File: config.mk
export PLATFORM = sky130hd
export DESIGN_NAME = dacr_top
export DESIGN_NICKNAME = d
export VERILOG_FILES = /design/src/design/dacr_pkg.sv /design/src/design/dacr_top.sv /design/src/design/dacr_gain_map.sv /design/src/design/dacr_scan_seq.sv
export SDC_FILE = /design/constraint.sdc
export NUM_CORES = 1
export LEC_CHECK = 0
export BUFFER_PORTS_ARGS = -buffer_cell sky130_fd_sc_hd__buf_4
export CORE_ASPECT_RATIO = 1.5
export CORE_MARGIN = 4
export CORE_UTILIZATION = 32
export DETAILED_ROUTE_END_ITERATION = 6
export PLACE_DENSITY = 0.59
export SETUP_SLACK_MARGIN = 0.5
export SLEW_MARGIN = 10
export SYNTH_ARGS = -nofsm -noshare
export SYNTH_HDL_FRONTEND = slang
export SYNTH_SLANG_ARGS = --single-unit
File: constraint.sdc
create_clock -name hclk -period 2.1 [get_ports hclk]
set_input_delay 0.42 -clock hclk [delete_from_list [all_inputs] [get_ports hclk]]
set_output_delay 0.42 -clock hclk [all_outputs]
set_load 0.05 [all_outputs]
File: src/design/dacr_pkg.sv
// package of constants and types for the channel, range and port block
// Overview of operation
// - combined word low sixteen bits hold sample
// - combined word bits 16..20 hold channel
// - combined sample and channel register 32 bits
// - samples are 16 bits, bit 0 least significant
// - thirty-two channels numbered 0 to 31
// - scan off: channel register picks the channel
// - scan on: channel register is last scanned
// - range resets to unity gain
// - high-gain variant: gains 1, 10, 100, 1000
// - decimal-gain variant: gains 1, 2, 4, 8
// - output port write drives sixteen outputs
// - input port read returns live inputs
// - software reset keeps settings and bus alive
// - bipolar samples are two's complement
package dacr_pkg;
    // register byte addresses
    localparam logic [7:0] DACR_OFF_SAMPLE = 8'h00;
    localparam logic [7:0] DACR_OFF_COMBINED = 8'h04;
    localparam logic [7:0] DACR_OFF_CHANNEL = 8'h08;
    localparam logic [7:0] DACR_OFF_RANGE = 8'h0c;
    localparam logic [7:0] DACR_OFF_MODE = 8'h10;
    localparam logic [7:0] DACR_OFF_STATUS = 8'h14;
    localparam logic [7:0] DACR_OFF_DOUT = 8'h18;
    localparam logic [7:0] DACR_OFF_DIN = 8'h1c;
    localparam logic [7:0] DACR_OFF_SWRESET = 8'h20;
    // field layout of the combined word
    localparam int DACR_CHAN_LSB = 16;
    localparam int DACR_CHAN_MSB = 20;
    // mode register bits
    localparam int DACR_MODE_SCAN_BIT = 0;
    localparam int DACR_MODE_VARIANT_BIT = 1;
    // status register bits
    localparam int DACR_STAT_VALID_BIT = 0;
    localparam int DACR_STAT_BUSY_BIT = 1;
    // reset values
    localparam logic [4:0] DACR_CHAN_RST = 5'h00;
    localparam logic [1:0] DACR_RANGE_RST = 2'h0;
    localparam logic [15:0] DACR_DOUT_RST = 16'h0000;
    localparam logic DACR_SCAN_RST = 1'b0;
    localparam logic DACR_HIGH_GAIN_RST = 1'b1;
    // gain codes: high-gain variant
    localparam logic [1:0] DACR_HG_X1 = 2'h0;
    localparam logic [1:0] DACR_HG_X10 = 2'h1;
    localparam logic [1:0] DACR_HG_X100 = 2'h2;
    localparam logic [1:0] DACR_HG_X1000 = 2'h3;
    // gain codes: decimal-gain variant
    localparam logic [1:0] DACR_DG_X1 = 2'h0;
    localparam logic [1:0] DACR_DG_X2 = 2'h1;
    localparam logic [1:0] DACR_DG_X4 = 2'h2;
    localparam logic [1:0] DACR_DG_X8 = 2'h3;
    // gain factors sent to the front end
    localparam logic [9:0] DACR_GAIN_1 = 10'h001;
    localparam logic [9:0] DACR_GAIN_2 = 10'h002;
    localparam logic [9:0] DACR_GAIN_4 = 10'h004;
    localparam logic [9:0] DACR_GAIN_8 = 10'h008;
    localparam logic [9:0] DACR_GAIN_10 = 10'h00a;
    localparam logic [9:0] DACR_GAIN_100 = 10'h064;
    localparam logic [9:0] DACR_GAIN_1000 = 10'h3e8;
    // full-scale codes of the bipolar range
    localparam logic [15:0] DACR_CODE_POS_FS = 16'h7fff;
    localparam logic [15:0] DACR_CODE_NEG_FS = 16'h8000;
    // htrans and hresp encodings
    localparam logic [1:0] DACR_HTRANS_NONSEQ = 2'h2;
    localparam logic hresp_okay = 1'b0;
    // converter request and result carriers
    typedef struct packed {
        logic [4:0] chan;
        logic [1:0] gain_code;
    } dacr_conv_req_t;
    typedef struct packed {
        logic [4:0] chan;
        logic [15:0] sample;
    } dacr_conv_res_t;
    // sequencer states
    typedef enum logic [1:0] {
        DACR_IDLE = 2'b00,
        DACR_WAIT = 2'b01
    } dacr_seq_t;
endpackage

File: src/design/dacr_top.sv
// AHB-Lite slave with channel, range, sample and digital ports
//
// Implementation choices: register access over AHB-Lite and the register addresses.
`timescale 1ns/1ns
module dacr_top
    import dacr_pkg::*;
(
    // clock and reset
    input wire logic hclk,
    input wire logic hresetn,
    // AHB-Lite slave
    input wire logic hsel,
    input wire logic [7:0] haddr,
    input wire logic [1:0] htrans,
    input wire logic hwrite,
    input wire logic [2:0] hsize,
    input wire logic [31:0] hwdata,
    input wire logic hready,
    output logic [31:0] hrdata,
    output logic hreadyout,
    output logic hresp,
    // converter front end
    output logic conv_start,
    output dacr_conv_req_t conv_req,
    output logic [9:0] gain_factor,
    input wire logic conv_done,
    input wire dacr_conv_res_t conv_res,
    // digital ports
    output logic [15:0] output_port_value,
    input wire logic [15:0] input_port_value
);
    // captured address phase
    logic wr_pend_q;
    logic [7:0] addr_q;
    // settings
    logic [4:0] channel_select_value_q;
    logic [1:0] range_q;
    logic scan_q;
    logic high_gain_q;
    logic [15:0] dout_q;
    // held result and its state
    dacr_conv_res_t res_q;
    logic valid_q;
    dacr_seq_t state_q;
    dacr_seq_t state_d;
    // read data register
    logic [31:0] rdata_q;
    logic [31:0] rdata_d;
    // channel from the sequencer
    logic [4:0] chan_cur;

    // decode of the address phase
    wire logic addr_ok;
    wire logic rd_take;
    wire logic wr_take;
    wire logic pop_rd;
    wire logic wr_chan;
    wire logic wr_range;
    wire logic wr_mode;
    wire logic wr_dout;
    wire logic wr_swreset;
    wire logic start_ok;

    assign addr_ok = hsel && hready && (htrans == DACR_HTRANS_NONSEQ);
    assign rd_take = addr_ok && !hwrite;
    assign wr_take = addr_ok && hwrite;
    // reading either sample view consumes the held result
    assign pop_rd = rd_take && ((haddr == DACR_OFF_SAMPLE) ||
        (haddr == DACR_OFF_COMBINED));
    assign wr_chan = wr_pend_q && (addr_q == DACR_OFF_CHANNEL);
    assign wr_range = wr_pend_q && (addr_q == DACR_OFF_RANGE);
    assign wr_mode = wr_pend_q && (addr_q == DACR_OFF_MODE);
    assign wr_dout = wr_pend_q && (addr_q == DACR_OFF_DOUT);
    // software reset only restarts the sequencer, settings stay
    assign wr_swreset = wr_pend_q && (addr_q == DACR_OFF_SWRESET);
    // a new conversion starts only once the last result was read
    assign start_ok = (state_q == DACR_IDLE) && !valid_q && !wr_swreset;

    // read mux, sampled at the address phase
    assign rdata_d =
        (haddr == DACR_OFF_SAMPLE) ? {16'h0000, res_q.sample} :
        (haddr == DACR_OFF_COMBINED) ?
            {11'h000, res_q.chan, res_q.sample} :
        (haddr == DACR_OFF_CHANNEL) ? {27'h0000000, channel_select_value_q} :
        (haddr == DACR_OFF_RANGE) ? {30'h00000000, range_q} :
        (haddr == DACR_OFF_MODE) ? {30'h00000000, high_gain_q, scan_q} :
        (haddr == DACR_OFF_STATUS) ?
            {30'h00000000, (state_q == DACR_WAIT), valid_q} :
        (haddr == DACR_OFF_DOUT) ? {16'h0000, dout_q} :
        (haddr == DACR_OFF_DIN) ? {16'h0000, input_port_value} :
        32'h00000000;

    // sequencer next state
    always_comb
    begin
        state_d = state_q;
        unique case (state_q)
            DACR_IDLE:
            begin
                if (start_ok)
                begin
                    state_d = DACR_WAIT;
                end
            end
            DACR_WAIT:
            begin
                // abandon the conversion on software reset
                if (wr_swreset || conv_done)
                begin
                    state_d = DACR_IDLE;
                end
            end
            default:
            begin
                state_d = DACR_IDLE;
            end
        endcase
    end

    // bus always answers at once and OKAY
    assign hreadyout = 1'b1;
    assign hresp = hresp_okay;
    assign hrdata = rdata_q;
    // converter request takes its channel from the sequencer and its gain code from the range setting
    assign conv_start = start_ok;
    assign conv_req.chan = chan_cur;
    assign conv_req.gain_code = range_q;
    assign output_port_value = dout_q;

    // channel sequencer
    dacr_scan_seq u_seq (
        .hclk(hclk),
        .hresetn(hresetn),
        .scan_en(scan_q),
        .chan_reg(channel_select_value_q),
        .step(start_ok),
        .chan_cur(chan_cur)
    );

    // gain table
    dacr_gain_map u_gain (
        .gain_code(range_q),
        .high_gain(high_gain_q),
        .gain_factor(gain_factor)
    );

    // address phase capture and read data
    always_ff @(posedge hclk or negedge hresetn)
    begin
        if (!hresetn)
        begin
            wr_pend_q <= 1'b0;
            addr_q <= 8'h00;
            rdata_q <= 32'h00000000;
        end
        else
        begin
            wr_pend_q <= wr_take;
            addr_q <= addr_ok ? haddr : addr_q;
            rdata_q <= rd_take ? rdata_d : rdata_q;
        end
    end

    // settings written by software
    always_ff @(posedge hclk or negedge hresetn)
    begin
        if (!hresetn)
        begin
            channel_select_value_q <= DACR_CHAN_RST;
            range_q <= DACR_RANGE_RST;
            // scanning off and the high-gain table after reset
            scan_q <= DACR_SCAN_RST;
            high_gain_q <= DACR_HIGH_GAIN_RST;
            dout_q <= DACR_DOUT_RST;
        end
        else
        begin
            if (wr_chan)
            begin
                channel_select_value_q <= hwdata[4:0];
            end
            if (wr_range)
            begin
                range_q <= hwdata[1:0];
            end
            if (wr_mode)
            begin
                scan_q <= hwdata[DACR_MODE_SCAN_BIT];
                high_gain_q <= hwdata[DACR_MODE_VARIANT_BIT];
            end
            if (wr_dout)
            begin
                dout_q <= hwdata[15:0];
            end
        end
    end

    // result holding; a completion beats a read in the same cycle
    always_ff @(posedge hclk or negedge hresetn)
    begin
        if (!hresetn)
        begin
            state_q <= DACR_IDLE;
            valid_q <= 1'b0;
            res_q <= '0;
        end
        else
        begin
            state_q <= state_d;
            if ((state_q == DACR_WAIT) && conv_done && !wr_swreset)
            begin
                valid_q <= 1'b1;
                // two's complement code stored unchanged
                res_q <= conv_res;
            end
            else if (pop_rd)
            begin
                valid_q <= 1'b0;
            end
        end
    end

    // combined word reflects sample and channel
    a_comb_layout: assert property (
        @(posedge hclk) disable iff (!hresetn)
        rd_take && haddr == DACR_OFF_COMBINED |=>
        hrdata[20:16] == $past(res_q.chan) &&
        hrdata[15:0] == $past(res_q.sample) &&
        hrdata[31:21] == 11'h000)
        else $error("combined word layout wrong");

    // plain sample view holds the code alone, upper half zero
    a_samp_layout: assert property (
        @(posedge hclk) disable iff (!hresetn)
        rd_take && haddr == DACR_OFF_SAMPLE |=>
        hrdata == {16'h0000, $past(res_q.sample)})
        else $error("sample word layout wrong");

    // range resets to unity, whatever the variant
    a_range_reset: assert property (
        @(posedge hclk) disable iff (!hresetn)
        $rose(hresetn) |-> range_q == DACR_RANGE_RST &&
        gain_factor == DACR_GAIN_1)
        else $error("range not unity after reset");

    // fixed channel when scanning off
    a_fixed_chan: assert property (
        @(posedge hclk) disable iff (!hresetn)
        !scan_q |-> conv_req.chan == channel_select_value_q)
        else $error("fixed channel not selected");

    // below the last channel the scan moves up by one
    a_scan_bound: assert property (
        @(posedge hclk) disable iff (!hresetn)
        scan_q && conv_start &&
        conv_req.chan < channel_select_value_q |=>
        !scan_q || conv_req.chan == $past(conv_req.chan) + 5'h01)
        else $error("scan skipped a channel");

    // at or past the last channel the scan starts again at zero
    a_scan_wrap: assert property (
        @(posedge hclk) disable iff (!hresetn)
        scan_q && conv_start &&
        conv_req.chan >= channel_select_value_q |=>
        !scan_q || conv_req.chan == 5'h00)
        else $error("scan did not wrap");

    // output port follows a write once its data phase ends
    a_dout_write: assert property (
        @(posedge hclk) disable iff (!hresetn)
        wr_take && haddr == DACR_OFF_DOUT |=> ##1
        output_port_value == $past(hwdata[15:0]))
        else $error("output port not updated");

    // input port read is live
    a_din_live: assert property (
        @(posedge hclk) disable iff (!hresetn)
        rd_take && haddr == DACR_OFF_DIN |=>
        hrdata == {16'h0000, $past(input_port_value)})
        else $error("input port read wrong");

    // reading a sample consumes it
    a_pop_clear: assert property (
        @(posedge hclk) disable iff (!hresetn)
        pop_rd && !(state_q == DACR_WAIT && conv_done) |=> !valid_q)
        else $error("sample not consumed");

    // an unread result is neither dropped nor overwritten
    a_hold_result: assert property (
        @(posedge hclk) disable iff (!hresetn)
        valid_q && !pop_rd |=> valid_q && $stable(res_q))
        else $error("held result lost");

    // software reset keeps settings
    a_swreset_keep: assert property (
        @(posedge hclk) disable iff (!hresetn)
        wr_swreset |=> $stable(range_q) && $stable(dout_q) &&
        $stable(channel_select_value_q))
        else $error("settings changed by soft reset");

    // software reset stops the converter but leaves the bus ready
    a_swreset_stop: assert property (
        @(posedge hclk) disable iff (!hresetn)
        wr_swreset |-> !conv_start && hreadyout ##1 state_q == DACR_IDLE)
        else $error("soft reset did not stop converter");
endmodule

File: src/design/dacr_gain_map.sv
// maps the range code and variant to a gain factor
`timescale 1ns/1ns
module dacr_gain_map
    import dacr_pkg::*;
(
    // selection
    input wire logic [1:0] gain_code,
    input wire logic high_gain,
    // result
    output logic [9:0] gain_factor
);
    // high-gain table
    wire logic [9:0] hg_factor;
    // decimal-gain table
    wire logic [9:0] dg_factor;

    // powers of ten for the high-gain card
    assign hg_factor = (gain_code == DACR_HG_X1) ? DACR_GAIN_1 :
        (gain_code == DACR_HG_X10) ? DACR_GAIN_10 :
        (gain_code == DACR_HG_X100) ? DACR_GAIN_100 :
        DACR_GAIN_1000;
    // powers of two for the decimal-gain card
    assign dg_factor = (gain_code == DACR_DG_X1) ? DACR_GAIN_1 :
        (gain_code == DACR_DG_X2) ? DACR_GAIN_2 :
        (gain_code == DACR_DG_X4) ? DACR_GAIN_4 :
        DACR_GAIN_8;
    assign gain_factor = high_gain ? hg_factor : dg_factor;
endmodule

File: src/design/dacr_scan_seq.sv
// picks the next channel to convert, fixed or scanning
`timescale 1ns/1ns
module dacr_scan_seq
    import dacr_pkg::*;
(
    // clock and reset
    input wire logic hclk,
    input wire logic hresetn,
    // settings
    input wire logic scan_en,
    input wire logic [4:0] chan_reg,
    // advance after each conversion start
    input wire logic step,
    // channel to convert next
    output logic [4:0] chan_cur
);
    // scan position
    logic [4:0] pos_q;
    logic [4:0] pos_d;

    // wrap to zero after the last channel of the scan
    assign pos_d = !scan_en ? 5'h00 :
        !step ? pos_q :
        (pos_q >= chan_reg) ? 5'h00 : pos_q + 5'h01;
    // fixed channel when scanning is off
    assign chan_cur = scan_en ? pos_q : chan_reg;

    // position register
    always_ff @(posedge hclk or negedge hresetn)
    begin
        if (!hresetn)
        begin
            pos_q <= 5'h00;
        end
        else
        begin
            pos_q <= pos_d;
        end
    end
endmodule

==> impl_results.md, run 1 <==
* Most numerous cell in the Yosys netlist: dfrtp_1
* Post-synthesis adder-cell area fraction at 0.0187
* Routed vias at 3218
* Clk_lat worst skew at ~330 ps
* Top FF cell, synth: dfrtp_1
* CP max FO at 4
* Area share of the largest cell type after synthesis at 0.510
* Crit path launch type: register
* Starting Density at 0.331
* Sequential power share at 0.447
* Max-slew violations at 0
* CTS tree: yes
* Synth cell types at 49
* CTS Root Cell: clkbuf_16
* Post-Synth Simple-Gate Area at 0.103
* CP bufs+invs at 3
* Synthesized cell area at ~4000 sq um
* Leakage at between 2 and 3 nW
* Worst hold slack at 21.7 ps
* PortBufs at ~120
* Area occupied by multi-input gates at 2030 sq um
* Area growth syn-to-layout at 52.4%
* Max rail drop VDD at 0.397 mV
* Routability congestion estimate from global placement at 0.804
* Internal Power at 3.31 mW
* Total of warnings raised by yosys at 0
* Switching Fraction at 0.274
* Antenna-violating nets left at 0
* CP Data Required Time at 1680 ps
* DRT Pass-1 Iters at 4
* Number of register bits inferred by synthesis at just over 80
* Slowest stage delay, CP at 420 ps
* Fin crit period at 2010 ps
* Async set-reset flop share out of synthesis at 1.00
* Kind of cell adding the most delay to the critical path: buffers and inverters
* CP endpoint kind: primary output
* Switching pwr at 1.25 mW
* Die H at ~150 um
* Clk pwr share at 0.346
* Final-layout fill cell count at 1077
* Place WS at 109 ps
* Register area share after synthesis at 0.517
* Antenna diode count at 0
* F_max at 0.499 GHz
* Setup violations, final at 0
* Reg clk slew, reported paths at 60 ps
* Max-cap violations at 0
* Synth Area in Compound Gates at 0.104
* R2R Setup Slk at about 200 ps
* Status: completed
* Worst r2r dst: output_port_value[7]
* Clock sinks at 83
* Share of layout cells above drive strength 1 at 0.612
* Num CTS Buffers at 9
* Combinational Power Share at 0.207
* First-pass GRT wire length at 17800 um
* Gr ovfl total at 0
* Post-synthesis mux area share at 0.195
* Largest family of logic cells by synthesized area: multiplexers
* Final Cycle Share at 0.955
* Core Rows at 49
* Power Dens Cells at ~740 nW/um^2
* # DRC at 0
* Hpwl dp at 8090 um
* Die ar. at 14500 sq um
* Number of global-route vias before repair at 3499
* WL final at around 11000 um
* Worst Path Arrival at about 1600 ps
* Worst clock skew at 7.23 ps
* Total GRT Usage at 0.155
* Initial DRC count at 83
* Number of synthesized flops with an enable pin at 0
* XOR/XNOR Fraction of Synth Area at 0
* Reg2Reg Depth at 6
* Syn Area/Cell at between 10 and 15 sq um
* Largest net degree at the start of global routing at 38
* Critical path type: register to primary output
* Total Nets Final at 584
* # IOs at 156
* Final worst slack at 94.6 ps
* H-tree Lvls at 3
* Power, Total at 4.56 mW
* FF+latch area at 2080 sq um
* Initial antenna violation count at 0
* Synth top cells by count: dfrtp_1, mux2_2, nor2_1, buf_4
* Core area at 12100 sq um
* Fin Setup TNS at 0 ps
* Mapped Cells at 328
* Wire per inst at between 15 and 20 um
* Crit-path slowest cell: dfrtp_1
* RSZ-0062 raised after global routing: true
* Synth area leader: dfrtp_1
* Launch point of the worst reg-to-reg path: addr_q[1]
* Largest cells by area after synthesis: dfrtp_1, mux2_2, buf_4
* CTS Buffer Depth at 2
* Die Wd at 99.5 um
* Worst Hold Class: input port to async pin
* CP cell instances: nor4b_2 -> buf_4 -> a311oi_4 -> buf_6 -> buf_8
* Mean number of vias per cell at 4.97
* Final Hold Violating Endpoints at 0
## power groups by stage
stage	Combinational, mW	Sequential, mW	Clock [mW]
after detailed placement	0.851	2.08	0
final	0.943	2.04	1.58
after CTS	0.930	2.04	1.62
after global placement	0.831	2.06	0
after floorplan	0.525	2.09	0
after global routing	1.02	2.07	1.69
## stage by stage
stage          instance area (sq um)  instances  utilization
6_report                        6130        648        0.505
4_1_cts                         5910        635        0.487
3_3_place_gp                    5190        599        0.428
5_1_grt                         6130        648        0.505
3_5_place_dp                    5190        599        0.428
2_1_floorplan                   4150        340            -
## worst max path at each step
stage	startpoint	to	slack [ps]	cells past startpoint
6_report	addr_q[2]	conv_start	90	5
5_1_grt	addr_q[2]	conv_start	30	5
4_1_cts	addr_q[1]	conv_start	80	5
3_5_place_dp	htrans[0]	hrdata[16]	110	9
3_3_place_gp	htrans[0]	hrdata[18]	120	9
2_1_floorplan	addr_q[1]	output_port_value[10]	180	7
## cells in the final DEF, fill, tap and decap left out, types with 6 or more instances in the layout
cell type	Yosys	layout
buf_6	2	20
nor2b_1	8	6
mux2i_1	13	13
a221o_2	11	11
clkbuf_16	0	9
mux2_4	0	13
conb_1	2	14
dfrtp_1	82	78
nor2_1	24	22
mux2_2	54	41
buf_4	18	140
buf_8	0	7
nand3_1	6	6
inv_1	9	7
nand2_1	13	7
## layout make-up
class / instances / area share
Clock buffer: 12 / 0.0402
Clock inverter: 4 / 0.00817
Inverter: 9 / 0.00551
Multi-Input combinational cell: 215 / 0.332
Sequential cell: 83 / 0.340
Tap cell: 153 / 0.0313
Timing Repair Buffer: 172 / 0.243
## per-layer routing
layer	up-vias	share of wire	GRT usage
li1	1493	-	-
met1	1602	0.36	0.167
met2	107	0.56	0.286
met3	16	0.052	0.0341
met4	0	0.024	0.0663
met5	-	0	0
## sequential cells by signal, summed over array words and instances (netlist names)
name                    count
valid_q                     1
scan_q                      1
channel_select_value_q      5
high_gain_q                 1
state_q                     1
output_port_value          16
u_seq.pos_q                 5
wr_pend_q                   1
range_q                     2
hrdata                     21
res_q                      21
addr_q                      8
## logic make-up (layout without fill, tap and decap cells)
kind of cell / Yosys count / after routing
multiplexers: 69 / 69
AO/OA/AOI/OAI: 53 / 53
other: 2 / 14
buffers and inverters: 42 / 197
flip-flops: 83 / 83
AND/OR/NAND/NOR: 73 / 73
adder cells (fa/ha/maj): 6 / 6
## timing repair
item                                    in CTS  in global routing
gates resized for setup                     69                 26
endpoints found under the setup margin      74                 86
buffers inserted                            19                 12
pin swaps                                   11                 13
endpoints found under the hold margin        0                  0
hold buffers                                 0                  0
gates cloned                                 1                  1
(Power assumes the default switching activity.)
==> run 2, diff against run 1 <==
--- a/config.mk
+++ b/config.mk
@@ -6,7 +6,7 @@
 export NUM_CORES = 1
 export LEC_CHECK = 0
 export BUFFER_PORTS_ARGS = -buffer_cell sky130_fd_sc_hd__buf_4
-export CORE_ASPECT_RATIO = 1.5
+export CORE_ASPECT_RATIO = 0.6
 export CORE_MARGIN = 4
 export CORE_UTILIZATION = 32
 export DETAILED_ROUTE_END_ITERATION = 6
==> run 2 against run 1 <==
Final area is 2.4% higher. Setup slack better by 54 ps. Cell count up 2.6%. Clock skew is essentially flat. Wire length up 8.4%. Largest cell class unchanged. Highest routed layer unchanged.
==> impl_results.md, run 2 (synthesized netlist as in run 1, its figures left out) <==
* WL final at 12200 um (was 11300 um)
* Die H at 94.8 um (was 145 um)
* Worst r2r dst: output_port_value[3] (was output_port_value[7])
* Gr ovfl total at 0 (unchanged)
* Clk pwr share at 0.318 (was 0.346)
* Initial antenna violation count at 0 (unchanged)
* Routability congestion estimate from global placement at 0.779 (was 0.804)
* Worst Hold Class: input port to async pin (unchanged)
* Critical path type: register to primary output (unchanged)
* Area growth syn-to-layout at 56.0% (was 52.4%)
* Antenna-violating nets left at 0 (unchanged)
* Die Wd at 153 um (was 99.5 um)
* Setup violations, final at 0 (unchanged)
* Hpwl dp at 7980 um (was 8090 um)
* Post-layout util at 0.515 (was 0.505)
* CP endpoint kind: primary output (unchanged)
* Core Rows at 31 (was 49)
* F_max at 0.513 GHz (was 0.499 GHz)
* Power Dens Cells at 730 nW/um^2 (was 744 nW/um^2)
* CTS tree: yes (unchanged)
* R2R Setup Slk at 160 ps (was 200 ps)
* Fin Setup TNS at 0 ps (unchanged)
* Largest net degree at the start of global routing at 38 (unchanged)
* Mean number of vias per cell at 4.79 (was 4.97)
* Crit path launch type: register (unchanged)
* Worst Path Arrival at 1530 ps (was 1590 ps)
* CTS Buffer Depth at 2 (unchanged)
* CP max FO at 2 (was 4)
* Final worst slack at 149 ps (was 94.6 ps)
* CP Data Required Time at 1680 ps (about the same)
* Switching Fraction at 0.285 (was 0.274)
* Commonest non-fill, non-tap cells in the layout: buf_4, dfrtp_1, mux2_2 (unchanged)
* Max rail drop VDD at 0.451 mV (was 0.397 mV)
* Switching pwr at 1.30 mW (was 1.25 mW)
* # DRC at 0 (unchanged)
* RSZ-0062 raised after global routing: true (unchanged)
* Placed Cells at 610 (was 599)
* First-pass GRT wire length at 18600 um (was 17800 um)
* Internal Power at 3.28 mW (was 3.31 mW)
* H-tree Lvls at 3 (unchanged)
* Die ar. at 14500 sq um (about the same)
* Combinational Power Share at 0.237 (was 0.207)
* Routed vias at 3187 (was 3218)
* Total GRT Usage at 0.165 (was 0.155)
* Post-Layout Cell Count at 665 (was 648)
* PortBufs at 122 (unchanged)
* Max-cap violations at 0 (unchanged)
* # IOs at 156 (unchanged)
* Final Cycle Share at 0.929 (was 0.955)
* Worst clock skew at 7.18 ps (was 7.23 ps)
* Starting Density at 0.330 (was 0.331)
* Max-slew violations at 0 (unchanged)
* Place WS at 136 ps (was 109 ps)
* Clock sinks at 83 (unchanged)
* Leakage at 3.01 nW (was 2.97 nW)
* DRT Pass-1 Iters at 5 (was 4)
* Final Hold Violating Endpoints at 0 (unchanged)
* Sequential power share at 0.445 (was 0.447)
* Wire per inst at 18.4 um (was 17.4 um)
* Final-layout fill cell count at 1082 (was 1077)
* Clk_lat worst skew at 330 ps (about the same)
* Fin crit period at 1950 ps (was 2010 ps)
* Power, Total at 4.58 mW (was 4.56 mW)
* Status: completed (unchanged)
* CTS Root Cell: clkbuf_16 (unchanged)
* Reg2Reg Depth at 6 (unchanged)
* Initial DRC count at 166 (was 83)
* Launch point of the worst reg-to-reg path: addr_q[1] (unchanged)
* Commonest non-fill, non-tap cell in the layout: buf_4 (unchanged)
* Share of layout cells above drive strength 1 at 0.625 (was 0.612)
* Headroom to the max-slew limit at 0.657
* Core area at 12200 sq um (was 12100 sq um)
* Slew @ Worst Pin at between 500 and 600 ps
* Reg clk slew, reported paths at 60 ps (about the same)
* Number of global-route vias before repair at 3390 (was 3499)
* Num CTS Buffers at 9 (unchanged)
* Total Nets Final at 588 (was 584)
-- run 2: cell types whose count changed in the layout (fill, tap and decap cells not counted), sizes merged --
cell | previous run | this run
clkinv | 1 | 5
buf | 172 | 175
clkinvlp | 2 | 0
bufinv | 1 | 0
diode | 0 | 1
-- run 2: worst max path at each step --
stage                          from                    end
after CTS                 addr_q[1]             conv_start
final                     addr_q[1]             conv_start
after global placement    addr_q[1]   output_port_value[9]
after floorplan           addr_q[1]  output_port_value[10]
after detailed placement  addr_q[1]   output_port_value[9]
after global routing      addr_q[1]             conv_start
-- run 2: metal layers --
layer | track usage | routed length, um | vias up
li1 | - | - | 1502
met2 | 0.249 | 5450 | 96
met4 | 0.0378 | 72 | 0
met5 | 0 | 0 | -
met3 | 0.0472 | 678 | 6
met1 | 0.237 | 6010 | 1583
-- run 2: critical path, stage by stage, from the launching register on --
cell	delay [ps]
dfrtp_1	400
nor4_4	310
buf_4	180
a311oi_4	120
buf_6	190
-- run 2: power by group through the flow --
stage / Clock (mW) / Sequential (mW) / Combinational [mW]
4_1_cts: 1.49 / 2.03 / 1.06
6_report: 1.46 / 2.04 / 1.09
3_3_place_gp: 0 / 2.05 / 0.851
2_1_floorplan: 0 / 2.09 / 0.525
5_1_grt: 1.56 / 2.07 / 1.17
3_5_place_dp: 0 / 2.07 / 0.871
-- run 2: layout make-up --
type / count / area, sq um / share of cell area
Sequential cell: 83 / 2090 / 0.333
Tap cell: 165 / 206 / 0.0329
Antenna cell: 1 / 2.50 / 0.000399
Clock inverter: 5 / 28.8 / 0.00459
Timing Repair Buffer: 176 / 1610 / 0.256
Inverter: 9 / 33.8 / 0.00539
Clock buffer: 11 / 243 / 0.0387
Multi-Input combinational cell: 215 / 2070 / 0.329
-- run 2: what timing repair did --
item | 4_1_cts | 5_1_grt
pin swaps | 17 | 15
resized for setup | 67 | 42
setup endpoints to repair | 66 | 82
cloned | 3 | 2
hold buffers | 0 | 0
setup buffers | 28 | 5
-- run 2: through the flow --
| step | cell area (sq um) | hold WS (ps) |
|---|---|---|
| 6_report | 6270 | 53.1 |
| 3_3_place_gp | 5220 | 422 |
| 3_5_place_dp | 5220 | 428 |
| 2_1_floorplan | 4150 | 124 |
| 4_1_cts | 6040 | 62.8 |
| 5_1_grt | 6270 | 81.9 |
